--- src/shared/ple_pkg.sv ---
// Constants and types shared by the bit-stream pseudowire framer
package ple_pkg;
	// Clock and timestamp rates
	localparam int CLOCK_HZ = 40_000_000;
	localparam int TS_LO_HZ = 125_000_000;
	localparam int TS_HI_HZ = 250_000_000;
	localparam int TS_LO_INT = TS_LO_HZ / CLOCK_HZ;
	localparam int TS_LO_REM = TS_LO_HZ % CLOCK_HZ;
	localparam int TS_HI_INT = TS_HI_HZ / CLOCK_HZ;
	localparam int TS_HI_REM = TS_HI_HZ % CLOCK_HZ;
	localparam int PHASE_W = 27;

	// Register byte offsets
	localparam logic [7:0] ADDR_CTRL = 8'h00;
	localparam logic [7:0] ADDR_PTYPE = 8'h04;
	localparam logic [7:0] ADDR_TX_SSRC = 8'h08;
	localparam logic [7:0] ADDR_RX_SSRC = 8'h0C;
	localparam logic [7:0] ADDR_STATUS = 8'h10;
	localparam logic [7:0] ADDR_SEQ = 8'h14;
	localparam logic [7:0] ADDR_PSIZE = 8'h18;
	localparam logic [7:0] ADDR_TSTAMP = 8'h1C;

	// Control bits
	localparam int CTRL_ENABLE = 0;
	localparam int CTRL_BYTE_MODE = 1;
	localparam int CTRL_HIGH_RATE = 2;
	localparam int CTRL_SSRC_CHECK = 3;

	// Status bits, bit 0 live, others sticky
	localparam int ST_LOSS = 0;
	localparam int ST_MISCONN = 1;
	localparam int ST_RX_FAULT = 2;
	localparam int ST_RX_RLOSS = 3;
	localparam int ST_MALFORMED = 4;
	localparam int ST_RTP_SEQ = 5;
	localparam int ST_PT_DIFF = 6;
	localparam int ST_MISORDER = 7;

	// Reset values
	localparam logic [3:0] CTRL_RESET = 4'h0;
	localparam logic [15:0] PSIZE_RESET = 16'h0400;
	localparam logic [6:0] PT_RESET = 7'h60;
	localparam logic [31:0] SSRC_RESET = 32'h0000_0000;

	// Header layout
	localparam int HDR_BYTES = 16;
	localparam logic [3:0] CW_NIBBLE = 4'h0;
	localparam logic [1:0] RTP_VERSION = 2'h2;
	localparam logic [7:0] REPLACEMENT_BYTE = 8'hAA;
	localparam int HDR_FAULT = 123;
	localparam int HDR_RLOSS = 122;
	localparam int HDR_CW_SEQ = 96;
	localparam int HDR_VER = 94;
	localparam int HDR_PT = 80;
	localparam int HDR_RTP_SEQ = 64;
	localparam int HDR_TS = 32;

	typedef enum logic [1:0] {RX_HEADER, RX_PAYLOAD, RX_DISCARD} rx_state_type;
endpackage

--- src/design/ple_framer.sv ---
// Bit-stream pseudowire framer: header build, payload fill, header check
//
// Overview of operation
// - Control word first, RTP header right after
// - Control word top nibble sent as zero
// - Fault flag marks invalid payload, receiver replaces
// - Remote-loss flag follows loss or backward fault
// - Reserved and fragment bits sent zero, ignored
// - Length field zero; size checked against config
// - Control-word sequence rises by one per packet
// - RTP version always two
// - Padding, extension, count, marker sent zero
// - Payload type configured per direction
// - Sequence counts to maximum then wraps
// - Receiver drops late packets and fills gaps by control-word sequence
// - Timestamp at 125 MHz up to 200G
// - Timestamp at 250 MHz above 200G
// - Source identifier mismatch flags misconnection
// - Payload size fixed while pseudowire runs
// - Default payload size of 1024 bytes
// - Agnostic mode packs bits MSB first
// - Agnostic mapping offered for bit streams
// - Lanes arrive already deskewed and interleaved
// - Byte mode keeps circuit byte order
// - Lost payload replaced with 0xAA bytes
`timescale 1ns/1ps
`default_nettype none
module ple_framer
	import ple_pkg::*;
(
	input wire logic clock_in,
	input wire logic arst_n_in,
	input wire logic wb_cyc_in,
	input wire logic wb_stb_in,
	input wire logic wb_we_in,
	input wire logic [7:0] wb_adr_in,
	input wire logic [3:0] wb_sel_in,
	input wire logic [31:0] wb_dat_in,
	output logic [31:0] wb_dat_out,
	output logic wb_ack_out,
	input wire logic ac_bit_in,
	input wire logic ac_bit_valid_in,
	input wire logic [7:0] ac_byte_in,
	input wire logic ac_byte_valid_in,
	input wire logic ac_fault_in,
	input wire logic backward_fault_in,
	output logic [127:0] tx_hdr_out,
	output logic [7:0] tx_byte_out,
	output logic tx_valid_out,
	output logic tx_sop_out,
	output logic tx_eop_out,
	input wire logic [7:0] rx_byte_in,
	input wire logic rx_valid_in,
	input wire logic rx_sop_in,
	input wire logic rx_eop_in,
	output logic [7:0] ce_byte_out,
	output logic ce_valid_out,
	output logic ce_fault_out,
	output logic remote_loss_out
);
	logic [3:0] ctrl;
	logic [6:0] tx_pt;
	logic [6:0] rx_pt;
	logic [31:0] tx_ssrc;
	logic [31:0] rx_ssrc;
	logic [15:0] psize;
	logic [7:1] sticky;
	logic [7:1] sticky_set;
	logic [1:0] fault_sync;
	logic wb_req;
	logic [31:0] wmask;
	logic [31:0] tstamp;
	logic [PHASE_W-1:0] phase;
	logic [PHASE_W-1:0] phase_sum;
	logic [6:0] shift;
	logic [2:0] bit_cnt;
	logic [7:0] pbyte;
	logic byte_ready;
	logic [15:0] tx_idx;
	logic [15:0] tx_seq;
	logic [127:0] next_hdr;
	rx_state_type rx_state;
	logic [3:0] hdr_cnt;
	logic [127:0] rx_hdr;
	logic [127:0] hdr_full;
	logic [15:0] pay_cnt;
	logic [15:0] rx_expect;
	logic [15:0] rtp_last;
	logic synced;
	logic loss_state;
	logic [31:0] fill_cnt;
	logic [31:0] next_fill;
	logic hdr_last, is_cw, ver_ok, accept, ahead, late;
	logic pay_out, pay_last, short_end, long_end, hdr_short, emit_fill;
	logic [15:0] seq_diff;

	// Asynchronous fault inputs from the service processor
	ple_sync3 #(.WIDTH(2)) u_sync (
		.clock_in(clock_in),
		.arst_n_in(arst_n_in),
		.async_in({backward_fault_in, ac_fault_in}),
		.sync_out(fault_sync)
	);

	// Byte-lane write mask
	assign wb_req = wb_cyc_in && wb_stb_in && !wb_ack_out;
	assign wmask = {{8{wb_sel_in[3]}}, {8{wb_sel_in[2]}}, {8{wb_sel_in[1]}}, {8{wb_sel_in[0]}}};

	function automatic logic [31:0] merge(input logic [31:0] old);
		merge = (old & ~wmask) | (wb_dat_in & wmask);
	endfunction

	// Bus handshake, one wait state then a single-cycle ack
	always_ff @(posedge clock_in or negedge arst_n_in) begin
		if (!arst_n_in) begin
			wb_ack_out <= 1'b0;
			wb_dat_out <= 32'h0000_0000;
		end else begin
			wb_ack_out <= wb_req;
			if (wb_req && !wb_we_in) begin
				unique case (wb_adr_in)
					ADDR_CTRL: wb_dat_out <= {28'h0, ctrl};
					ADDR_PTYPE: wb_dat_out <= {17'h0, rx_pt, 1'b0, tx_pt};
					ADDR_TX_SSRC: wb_dat_out <= tx_ssrc;
					ADDR_RX_SSRC: wb_dat_out <= rx_ssrc;
					ADDR_STATUS: wb_dat_out <= {24'h0, sticky, loss_state};
					ADDR_SEQ: wb_dat_out <= {rx_expect, tx_seq};
					ADDR_PSIZE: wb_dat_out <= {16'h0, psize};
					ADDR_TSTAMP: wb_dat_out <= tstamp;
					default: wb_dat_out <= 32'h0000_0000;
				endcase
			end
		end
	end

	// Configuration registers
	always_ff @(posedge clock_in or negedge arst_n_in) begin
		if (!arst_n_in) begin
			ctrl <= CTRL_RESET;
			tx_pt <= PT_RESET;
			rx_pt <= PT_RESET;
			tx_ssrc <= SSRC_RESET;
			rx_ssrc <= SSRC_RESET;
			psize <= PSIZE_RESET;
		end else if (wb_req && wb_we_in) begin
			if (wb_adr_in == ADDR_CTRL) begin
				ctrl <= (ctrl & ~wmask[3:0]) | (wb_dat_in[3:0] & wmask[3:0]);
			end
			if (wb_adr_in == ADDR_PTYPE) begin
				tx_pt <= (tx_pt & ~wmask[6:0]) | (wb_dat_in[6:0] & wmask[6:0]);
				rx_pt <= (rx_pt & ~wmask[14:8]) | (wb_dat_in[14:8] & wmask[14:8]);
			end
			if (wb_adr_in == ADDR_TX_SSRC) begin
				tx_ssrc <= merge(tx_ssrc);
			end
			if (wb_adr_in == ADDR_RX_SSRC) begin
				rx_ssrc <= merge(rx_ssrc);
			end
			if (wb_adr_in == ADDR_PSIZE && !ctrl[CTRL_ENABLE]) begin
				psize <= (psize & ~wmask[15:0]) | (wb_dat_in[15:0] & wmask[15:0]);
			end
		end
	end

	// Sticky status, a new event wins over a write-one clear
	always_ff @(posedge clock_in or negedge arst_n_in) begin
		if (!arst_n_in) begin
			sticky <= 7'h00;
		end else if (wb_req && wb_we_in && wb_adr_in == ADDR_STATUS && wb_sel_in[0]) begin
			sticky <= (sticky & ~wb_dat_in[7:1]) | sticky_set;
		end else begin
			sticky <= sticky | sticky_set;
		end
	end

	// Timestamp from a fractional accumulator of the reference rate
	assign phase_sum = phase + (ctrl[CTRL_HIGH_RATE] ? PHASE_W'(TS_HI_REM) : PHASE_W'(TS_LO_REM));
	always_ff @(posedge clock_in or negedge arst_n_in) begin
		if (!arst_n_in) begin
			phase <= '0;
			tstamp <= 32'h0000_0000;
		end else if (phase_sum >= PHASE_W'(CLOCK_HZ)) begin
			phase <= phase_sum - PHASE_W'(CLOCK_HZ);
			tstamp <= tstamp + (ctrl[CTRL_HIGH_RATE] ? 32'(TS_HI_INT + 1) : 32'(TS_LO_INT + 1));
		end else begin
			phase <= phase_sum;
			tstamp <= tstamp + (ctrl[CTRL_HIGH_RATE] ? 32'(TS_HI_INT) : 32'(TS_LO_INT));
		end
	end

	// Payload byte packer; input arrives already lane-ordered and FEC-free
	always_ff @(posedge clock_in or negedge arst_n_in) begin
		if (!arst_n_in) begin
			shift <= 7'h00;
			bit_cnt <= 3'h0;
			pbyte <= 8'h00;
			byte_ready <= 1'b0;
		end else begin
			byte_ready <= 1'b0;
			if (!ctrl[CTRL_ENABLE]) begin
				bit_cnt <= 3'h0;
			end else if (ctrl[CTRL_BYTE_MODE]) begin
				if (ac_byte_valid_in) begin
					pbyte <= ac_byte_in;
					byte_ready <= 1'b1;
				end
			end else if (ac_bit_valid_in) begin
				shift <= {shift[5:0], ac_bit_in};
				bit_cnt <= bit_cnt + 3'h1;
				if (bit_cnt == 3'h7) begin
					pbyte <= {shift, ac_bit_in};
					byte_ready <= 1'b1;
				end
			end
		end
	end

	// Header image: control word, then RTP header
	assign next_hdr = {CW_NIBBLE, fault_sync[0], loss_state || fault_sync[1],
		2'b00, 2'b00, 6'h00, tx_seq,
		RTP_VERSION, 1'b0, 1'b0, 4'h0, 1'b0, tx_pt, tx_seq,
		tstamp, tx_ssrc};

	// Packet emitter, header travels with the first payload byte
	always_ff @(posedge clock_in or negedge arst_n_in) begin
		if (!arst_n_in) begin
			tx_hdr_out <= '0;
			tx_byte_out <= 8'h00;
			tx_valid_out <= 1'b0;
			tx_sop_out <= 1'b0;
			tx_eop_out <= 1'b0;
			tx_idx <= 16'h0000;
			tx_seq <= 16'h0000;
		end else begin
			tx_valid_out <= byte_ready;
			tx_sop_out <= byte_ready && tx_idx == 16'h0000;
			tx_eop_out <= byte_ready && tx_idx == psize - 16'h1;
			if (!ctrl[CTRL_ENABLE]) begin
				tx_idx <= 16'h0000;
			end else if (byte_ready) begin
				tx_byte_out <= pbyte;
				if (tx_idx == 16'h0000) begin
					tx_hdr_out <= next_hdr;
				end
				if (tx_idx == psize - 16'h1) begin
					tx_idx <= 16'h0000;
					tx_seq <= tx_seq + 16'h1;
				end else begin
					tx_idx <= tx_idx + 16'h1;
				end
			end
		end
	end

	// Receive header decode
	assign hdr_full = {rx_hdr[119:0], rx_byte_in};
	assign hdr_last = rx_state == RX_HEADER && rx_valid_in && hdr_cnt == 4'(HDR_BYTES - 1);
	assign hdr_short = rx_state == RX_HEADER && rx_valid_in && rx_eop_in && !hdr_last;
	assign is_cw = hdr_full[127:124] == CW_NIBBLE;
	assign ver_ok = hdr_full[HDR_VER+:2] == RTP_VERSION;
	assign seq_diff = hdr_full[HDR_CW_SEQ+:16] - rx_expect;
	assign ahead = synced && seq_diff != 16'h0000 && !seq_diff[15];
	assign late = synced && seq_diff[15];
	assign accept = hdr_last && is_cw && ver_ok && !late;
	assign pay_out = rx_state == RX_PAYLOAD && rx_valid_in;
	assign pay_last = pay_cnt == psize - 16'h1;
	assign short_end = pay_out && rx_eop_in && !pay_last;
	assign long_end = pay_out && pay_last && !rx_eop_in;
	assign emit_fill = rx_state == RX_HEADER && !rx_valid_in && fill_cnt != 32'h0000_0000;
	assign next_fill = fill_cnt
		+ ((accept && ahead) ? 32'(seq_diff) * 32'(psize) : 32'h0000_0000)
		+ (short_end ? 32'(psize - 16'h1 - pay_cnt) : 32'h0000_0000)
		- 32'(emit_fill);

	// Event flags for status
	always_comb begin
		sticky_set = 7'h00;
		sticky_set[ST_MISCONN] = accept && ctrl[CTRL_SSRC_CHECK] && hdr_full[31:0] != rx_ssrc;
		sticky_set[ST_RX_FAULT] = accept && hdr_full[HDR_FAULT];
		sticky_set[ST_RX_RLOSS] = accept && hdr_full[HDR_RLOSS];
		sticky_set[ST_MALFORMED] = (hdr_last && is_cw && !ver_ok) || hdr_short || short_end || long_end;
		sticky_set[ST_RTP_SEQ] = accept && synced && hdr_full[HDR_RTP_SEQ+:16] != rtp_last + 16'h1;
		sticky_set[ST_PT_DIFF] = accept && hdr_full[HDR_PT+:7] != rx_pt;
		sticky_set[ST_MISORDER] = hdr_last && is_cw && ver_ok && late;
	end

	// Receive sequencer; reserved, fragment and length bits are not looked at
	always_ff @(posedge clock_in or negedge arst_n_in) begin
		if (!arst_n_in) begin
			rx_state <= RX_HEADER;
			hdr_cnt <= 4'h0;
			rx_hdr <= '0;
			pay_cnt <= 16'h0000;
			rx_expect <= 16'h0000;
			rtp_last <= 16'h0000;
			synced <= 1'b0;
			loss_state <= 1'b0;
			ce_fault_out <= 1'b0;
			remote_loss_out <= 1'b0;
		end else begin
			remote_loss_out <= loss_state;
			unique case (rx_state)
				RX_HEADER: begin
					if (rx_valid_in) begin
						rx_hdr <= hdr_full;
						hdr_cnt <= (rx_sop_in ? 4'h1 : hdr_cnt + 4'h1);
						if (hdr_short) begin
							hdr_cnt <= 4'h0;
							loss_state <= 1'b1;
						end else if (hdr_last) begin
							hdr_cnt <= 4'h0;
							if (accept) begin
								rx_state <= RX_PAYLOAD;
								pay_cnt <= 16'h0000;
								rx_expect <= hdr_full[HDR_CW_SEQ+:16] + 16'h1;
								rtp_last <= hdr_full[HDR_RTP_SEQ+:16];
								synced <= 1'b1;
								ce_fault_out <= hdr_full[HDR_FAULT];
								loss_state <= ahead;
							end else if (!rx_eop_in) begin
								rx_state <= RX_DISCARD;
							end
						end
					end
				end
				RX_PAYLOAD: begin
					if (pay_out) begin
						pay_cnt <= pay_cnt + 16'h1;
						if (rx_eop_in) begin
							rx_state <= RX_HEADER;
						end else if (long_end) begin
							rx_state <= RX_DISCARD;
						end
						if (short_end || long_end) begin
							loss_state <= 1'b1;
						end
					end
				end
				RX_DISCARD: begin
					if (rx_valid_in && rx_eop_in) begin
						rx_state <= RX_HEADER;
					end
				end
			endcase
		end
	end

	// Play-out toward the customer edge with replacement bytes
	always_ff @(posedge clock_in or negedge arst_n_in) begin
		if (!arst_n_in) begin
			ce_byte_out <= 8'h00;
			ce_valid_out <= 1'b0;
			fill_cnt <= 32'h0000_0000;
		end else begin
			fill_cnt <= next_fill;
			ce_valid_out <= pay_out || emit_fill;
			if (pay_out) begin
				ce_byte_out <= ce_fault_out ? REPLACEMENT_BYTE : rx_byte_in;
			end else if (emit_fill) begin
				ce_byte_out <= REPLACEMENT_BYTE;
			end
		end
	end

	// Checking helpers
	logic [15:0] chk_bytes;
	logic [15:0] chk_seq;
	logic chk_have;
	always_ff @(posedge clock_in or negedge arst_n_in) begin
		if (!arst_n_in) begin
			chk_bytes <= 16'h0000;
			chk_seq <= 16'h0000;
			chk_have <= 1'b0;
		end else begin
			if (tx_valid_out) begin
				chk_bytes <= tx_sop_out ? 16'h0001 : chk_bytes + 16'h1;
			end
			if (tx_sop_out) begin
				chk_seq <= tx_hdr_out[HDR_CW_SEQ+:16];
				chk_have <= 1'b1;
			end
		end
	end

	a_cw_top_nibble: assert property (@(posedge clock_in) disable iff (!arst_n_in)
		tx_sop_out |-> tx_hdr_out[127:124] == 4'h0 && tx_valid_out)
		else $error("control word nibble not zero");
	a_cw_zero_fields: assert property (@(posedge clock_in) disable iff (!arst_n_in)
		tx_sop_out |-> tx_hdr_out[121:112] == 10'h000)
		else $error("reserved, fragment or length bits set");
	a_rtp_fixed_bits: assert property (@(posedge clock_in) disable iff (!arst_n_in)
		tx_sop_out |-> tx_hdr_out[95:87] == 9'h100 && tx_hdr_out[86:80] == $past(tx_pt))
		else $error("RTP first word fixed fields wrong");
	a_seq_step_one: assert property (@(posedge clock_in) disable iff (!arst_n_in)
		tx_sop_out && chk_have && $stable(ctrl) |-> tx_hdr_out[111:96] == chk_seq + 16'h1
			&& tx_hdr_out[79:64] == tx_hdr_out[111:96])
		else $error("sequence did not step by one");
	a_remote_loss_bit: assert property (@(posedge clock_in) disable iff (!arst_n_in)
		tx_sop_out |-> tx_hdr_out[HDR_RLOSS] == $past(loss_state || fault_sync[1]))
		else $error("remote-loss bit does not follow cause");
	a_fault_bit: assert property (@(posedge clock_in) disable iff (!arst_n_in)
		tx_sop_out |-> tx_hdr_out[HDR_FAULT] == $past(fault_sync[0]))
		else $error("fault bit does not follow fault input");
	a_payload_length: assert property (@(posedge clock_in) disable iff (!arst_n_in)
		tx_eop_out && !tx_sop_out |-> chk_bytes == psize - 16'h1)
		else $error("payload length differs from configured size");
	a_fill_pattern: assert property (@(posedge clock_in) disable iff (!arst_n_in)
		emit_fill |=> ce_valid_out && ce_byte_out == 8'hAA)
		else $error("replacement byte missing or wrong");
	a_size_frozen: assert property (@(posedge clock_in) disable iff (!arst_n_in)
		ctrl[CTRL_ENABLE] && $past(ctrl[CTRL_ENABLE]) |-> $stable(psize))
		else $error("payload size changed while running");
	a_ack_single: assert property (@(posedge clock_in) disable iff (!arst_n_in)
		wb_ack_out |=> !wb_ack_out)
		else $error("ack held longer than one cycle");
endmodule
`default_nettype wire

--- src/design/ple_sync3.sv ---
// Three-stage synchroniser that updates once the last two stages agree
`timescale 1ns/1ps
`default_nettype none
module ple_sync3 #(
	parameter int WIDTH = 2
) (
	input wire logic clock_in,
	input wire logic arst_n_in,
	input wire logic [WIDTH-1:0] async_in,
	output logic [WIDTH-1:0] sync_out
);
	logic [WIDTH-1:0] stage1;
	logic [WIDTH-1:0] stage2;
	logic [WIDTH-1:0] stage3;

	// Capture chain, first stage feeds only the second
	always_ff @(posedge clock_in or negedge arst_n_in) begin
		if (!arst_n_in) begin
			stage1 <= '0;
			stage2 <= '0;
			stage3 <= '0;
		end else begin
			stage1 <= async_in;
			stage2 <= stage1;
			stage3 <= stage2;
		end
	end

	// Per-bit agreement filter
	for (genvar i = 0; i < WIDTH; i++) begin : g_bit
		always_ff @(posedge clock_in or negedge arst_n_in) begin
			if (!arst_n_in) begin
				sync_out[i] <= 1'b0;
			end else if (stage2[i] == stage3[i]) begin
				sync_out[i] <= stage3[i];
			end
		end
	end
endmodule
`default_nettype wire

--- config.mk ---
export PLATFORM = sky130hd
export DESIGN_NAME = ple_framer
export DESIGN_NICKNAME = d
export VERILOG_FILES = /design/src/shared/ple_pkg.sv /design/src/design/ple_framer.sv /design/src/design/ple_sync3.sv
export SDC_FILE = /design/constraint.sdc
export NUM_CORES = 2
export LEC_CHECK = 0
export ABC_AREA = 0
export BUFFER_PORTS_ARGS = -buffer_cell sky130_fd_sc_hd__buf_2
export CAP_MARGIN = 20
export CORE_ASPECT_RATIO = 0.5
export CORE_UTILIZATION = 35
export CTS_BUF_LIST = sky130_fd_sc_hd__clkbuf_16
export CTS_CLUSTER_SIZE = 10
export DETAILED_ROUTE_END_ITERATION = 7
export PLACE_DENSITY = 0.58
export REMOVE_ABC_BUFFERS = 1
export SLEW_MARGIN = 0
export SYNTH_ARGS = -nofsm -noshare
export SYNTH_HDL_FRONTEND = slang
export SYNTH_SLANG_ARGS = --single-unit
--- constraint.sdc ---
create_clock -name clock_in -period 29 [get_ports clock_in]
set_input_delay 4.35 -clock clock_in [delete_from_list [all_inputs] [get_ports clock_in]]
set_output_delay 4.35 -clock clock_in [all_outputs]
set_load 0.1 [all_outputs]
==> results.toml <==
[run_status]
status = "completed"

[finish]
fillers = 10500
multiInputGateArea_sq_um = 22200
fin_nets = 4497
instances_no_fill = 5434
final_util_pct = 40.0
area_delta_synth_final_pct = 12.3
diodes = 0
stdcell_area_sq_um = 43300
ff_latch_area_sq_um = 14200
drive_gt1_share_pct = 18.2

[pwr]
p_per_area_nw_per_um2 = 101
p_leak_nw = 21.5
ir_drop_mv = 0.114

[routing]
dr.pass1.iters = 6
drc_errors = 0
drt-total-wl_mm = 107
via_per_inst = 5.15
ant_nets = 0
drtIter0Drc = 2148
dr_total_vias = 28000
wl_per_cell_microns = 19.7

[synth]
yosysMostFrequentCell = "dfrtp_1"
synth_area_leaders = "dfrtp_1, fa_1, mux2_2, ha_1, inv_1"
syn_area_sq_um = 38600
synth_common_cells = "dfrtp_1, inv_1, nand2_1, mux2_2, fa_1"
synth-seq-cells = 566
ys_seq_area_share_pct = 36.7
synth-edff-count = 0
synth_top_area_cell = "dfrtp_1"
synthCells = 3765
async_flop_share_pct = 100
synth.top_cell.area_share_pct = 36.4
yosysWarningCount = 0
yosysUniqueCellTypes = 87
synth_ff_type = "dfrtp_1"
syn_avg_cell_area_sq_um = 10.2

[die]
die_area_sq_um = 112000
core_area_sq_um = 108000
num_io_pins = 256
initial_core_util_pct = 35.6
die_h_microns = 237
die_x_microns = 472
rows = 85

[cts]
cts_tree = "done"
clock_latency_ns = 0.68
cts_buffers = 68
cts.hold.buffers_added = 0
root_buffer = "clkbuf_16"
clk_path_buf_depth = 3
clk_pin_slew_ns = 0.06
clkSinkCount = 566
ctsResizeCount = 0
cts_setup_buffers = 0
h-tree-depth = 3

[worst_setup_path]
arrival_ns = 11.42
worstPathRequired_ns = 29.54
cp-start-kind = "flip-flop"
crit_fanout = 17
slowest_stage = "fa_1"
critPathKind = "reg2reg"
endpoint_kind = "flip-flop"
crit_top_cell = "fa_1"
max_stage_delay_ns = 0.54

[global_routing]
grt.total_usage_pct = 19.2
grt_pass1_wl_mm = 168
antenna_found_initial = 4
grt_max_degree = 176
grt_pass1_vias = 28400
overflow = 0

[timing]
setup_tns_ns = 0
layout_min_cycle_time_ns = 10.89
hold_violations = 0
timing.fmax_mhz = 91.9
rsz0062_at_grt = "false"
worst_clock_skew_ns = 0.0431
drv_slew = 0
relSlewSlack_pct = 25.9
setup_viol = 0
post-route-period-util_pct = 37.5
tightest_slew_ns = 1.11
setup_slack_ns = 18.11

[hold_path]
hp-class = "reg2reg"

[placement]
dp_hpwl_mm = 81.5
placed_area_sq_um = 41300
gp_congestion = 0.887
io_buffers = 233
placedCellCount = 5328
dp_slack_ns = 18.14

[run]
cap_violations = 0
[area by class of cell]
type	instances	share of cell area (%)
clock buffer	68	3.93
clock inverter	34	0.702
inverter	419	3.63
multi-input combinational	2622	51.1
sequential	566	32.7
tap	1435	4.14
timing repair buffer	290	3.76
[report_power, final]
group / leakage [nW] / internal, W / switching, W / total [W]
Sequential: 7.35 / 0.000949 / 0.000148 / 0.00110
Clock: 1.05 / 0.000444 / 0.000348 / 0.000792
Combinational: 13.1 / 0.000993 / 0.00150 / 0.00249
Total: 21.5 / 0.00239 / 0.00199 / 0.00438
[metal layers]
metal,global-route usage (%),up-vias,wire (microns)
li1,-,13000,-
met1,26.9,14200,49400
met2,30.4,710,49300
met3,2.35,152,4580
met4,7.13,0,3620
met5,0,-,0
[logic make-up (layout without fill, tap and decap cells)]
group / Yosys count / count (layout) / share of synthesized area (%)
AND/OR/NAND/NOR: 1029 / 1029 / 13.2
buffers and inverters: 598 / 811 / 6.23
flip-flops: 566 / 566 / 36.7
AO/OA/AOI/OAI: 527 / 527 / 8.89
adder cells (fa/ha/maj): 459 / 459 / 19.3
multiplexers: 327 / 327 / 9.53
XOR/XNOR: 258 / 258 / 6.12
other: 1 / 22 / 0.00972
[metrics by stage]
step | total power (W) | hold slack [ns]
3_5_place_dp | 0.00358 | 0.340
2_1_floorplan | 0.00287 | 0.331
5_1_grt | 0.00473 | 0.354
6_report | 0.00438 | 0.348
3_3_place_gp | 0.00352 | 0.333
4_1_cts | 0.00440 | 0.352
[cells in the final DEF (no fill, tap or decap), drive strengths merged, types with 10 or more instances in the layout]
master  synthesis  layout
xor2          109     109
a31oi          40      40
nand4          27      27
mux2          314     314
nor2          162     162
nand2         377     377
clkbuf        132      69
o21bai         14      14
buf            47     289
clkinv          0      10
nand2b         29      29
a21o           45      45
a22o           25      25
and3           42      42
fa            230     230
a221oi         19      19
o31ai          12      12
xnor2         142     142
ha            227     227
o21a           14      14
a21oi         114     114
a22oi          46      46
and2          120     120
mux2i          12      12
or3            25      25
nor3           45      45
nor2b          41      41
dfrtp         561     561
nor4           34      34
inv           419     441
nand3          82      82
o21ai         130     130
conb            1      22
[path summary, 6_finish.rpt]
kind | endpoint | slack [ns] | cells past startpoint | from
worst max-delay path | fill_cnt[28] | 18.11 | 42 | rx_hdr[88]
worst min-delay path | u_sync.stage2[1] | 0.35 | 0 | u_sync.stage1[1]
worst max register to register | fill_cnt[28] | 18.11 | 42 | rx_hdr[88]
worst min register to register | u_sync.stage2[1] | 0.35 | 0 | u_sync.stage1[1]
max in group asynchronous | phase[26] | 22.83 | 3 | arst_n_in
min in group asynchronous | tx_hdr_out[54] | 3.75 | 1 | arst_n_in
[worst max-delay path: cells and delay by family (launching register included)]
| family | cells | cell delay, ns |
|---|---|---|
| AO/OA/AOI/OAI | 11 | 3.21 |
| buffers and inverters | 7 | 0.59 |
| AND/OR/NAND/NOR | 9 | 0.98 |
| adder cells (fa/ha/maj) | 12 | 5.09 |
| XOR/XNOR | 3 | 0.46 |
| flip-flops | 1 | 0.42 |
(Power assumes the default switching activity.)
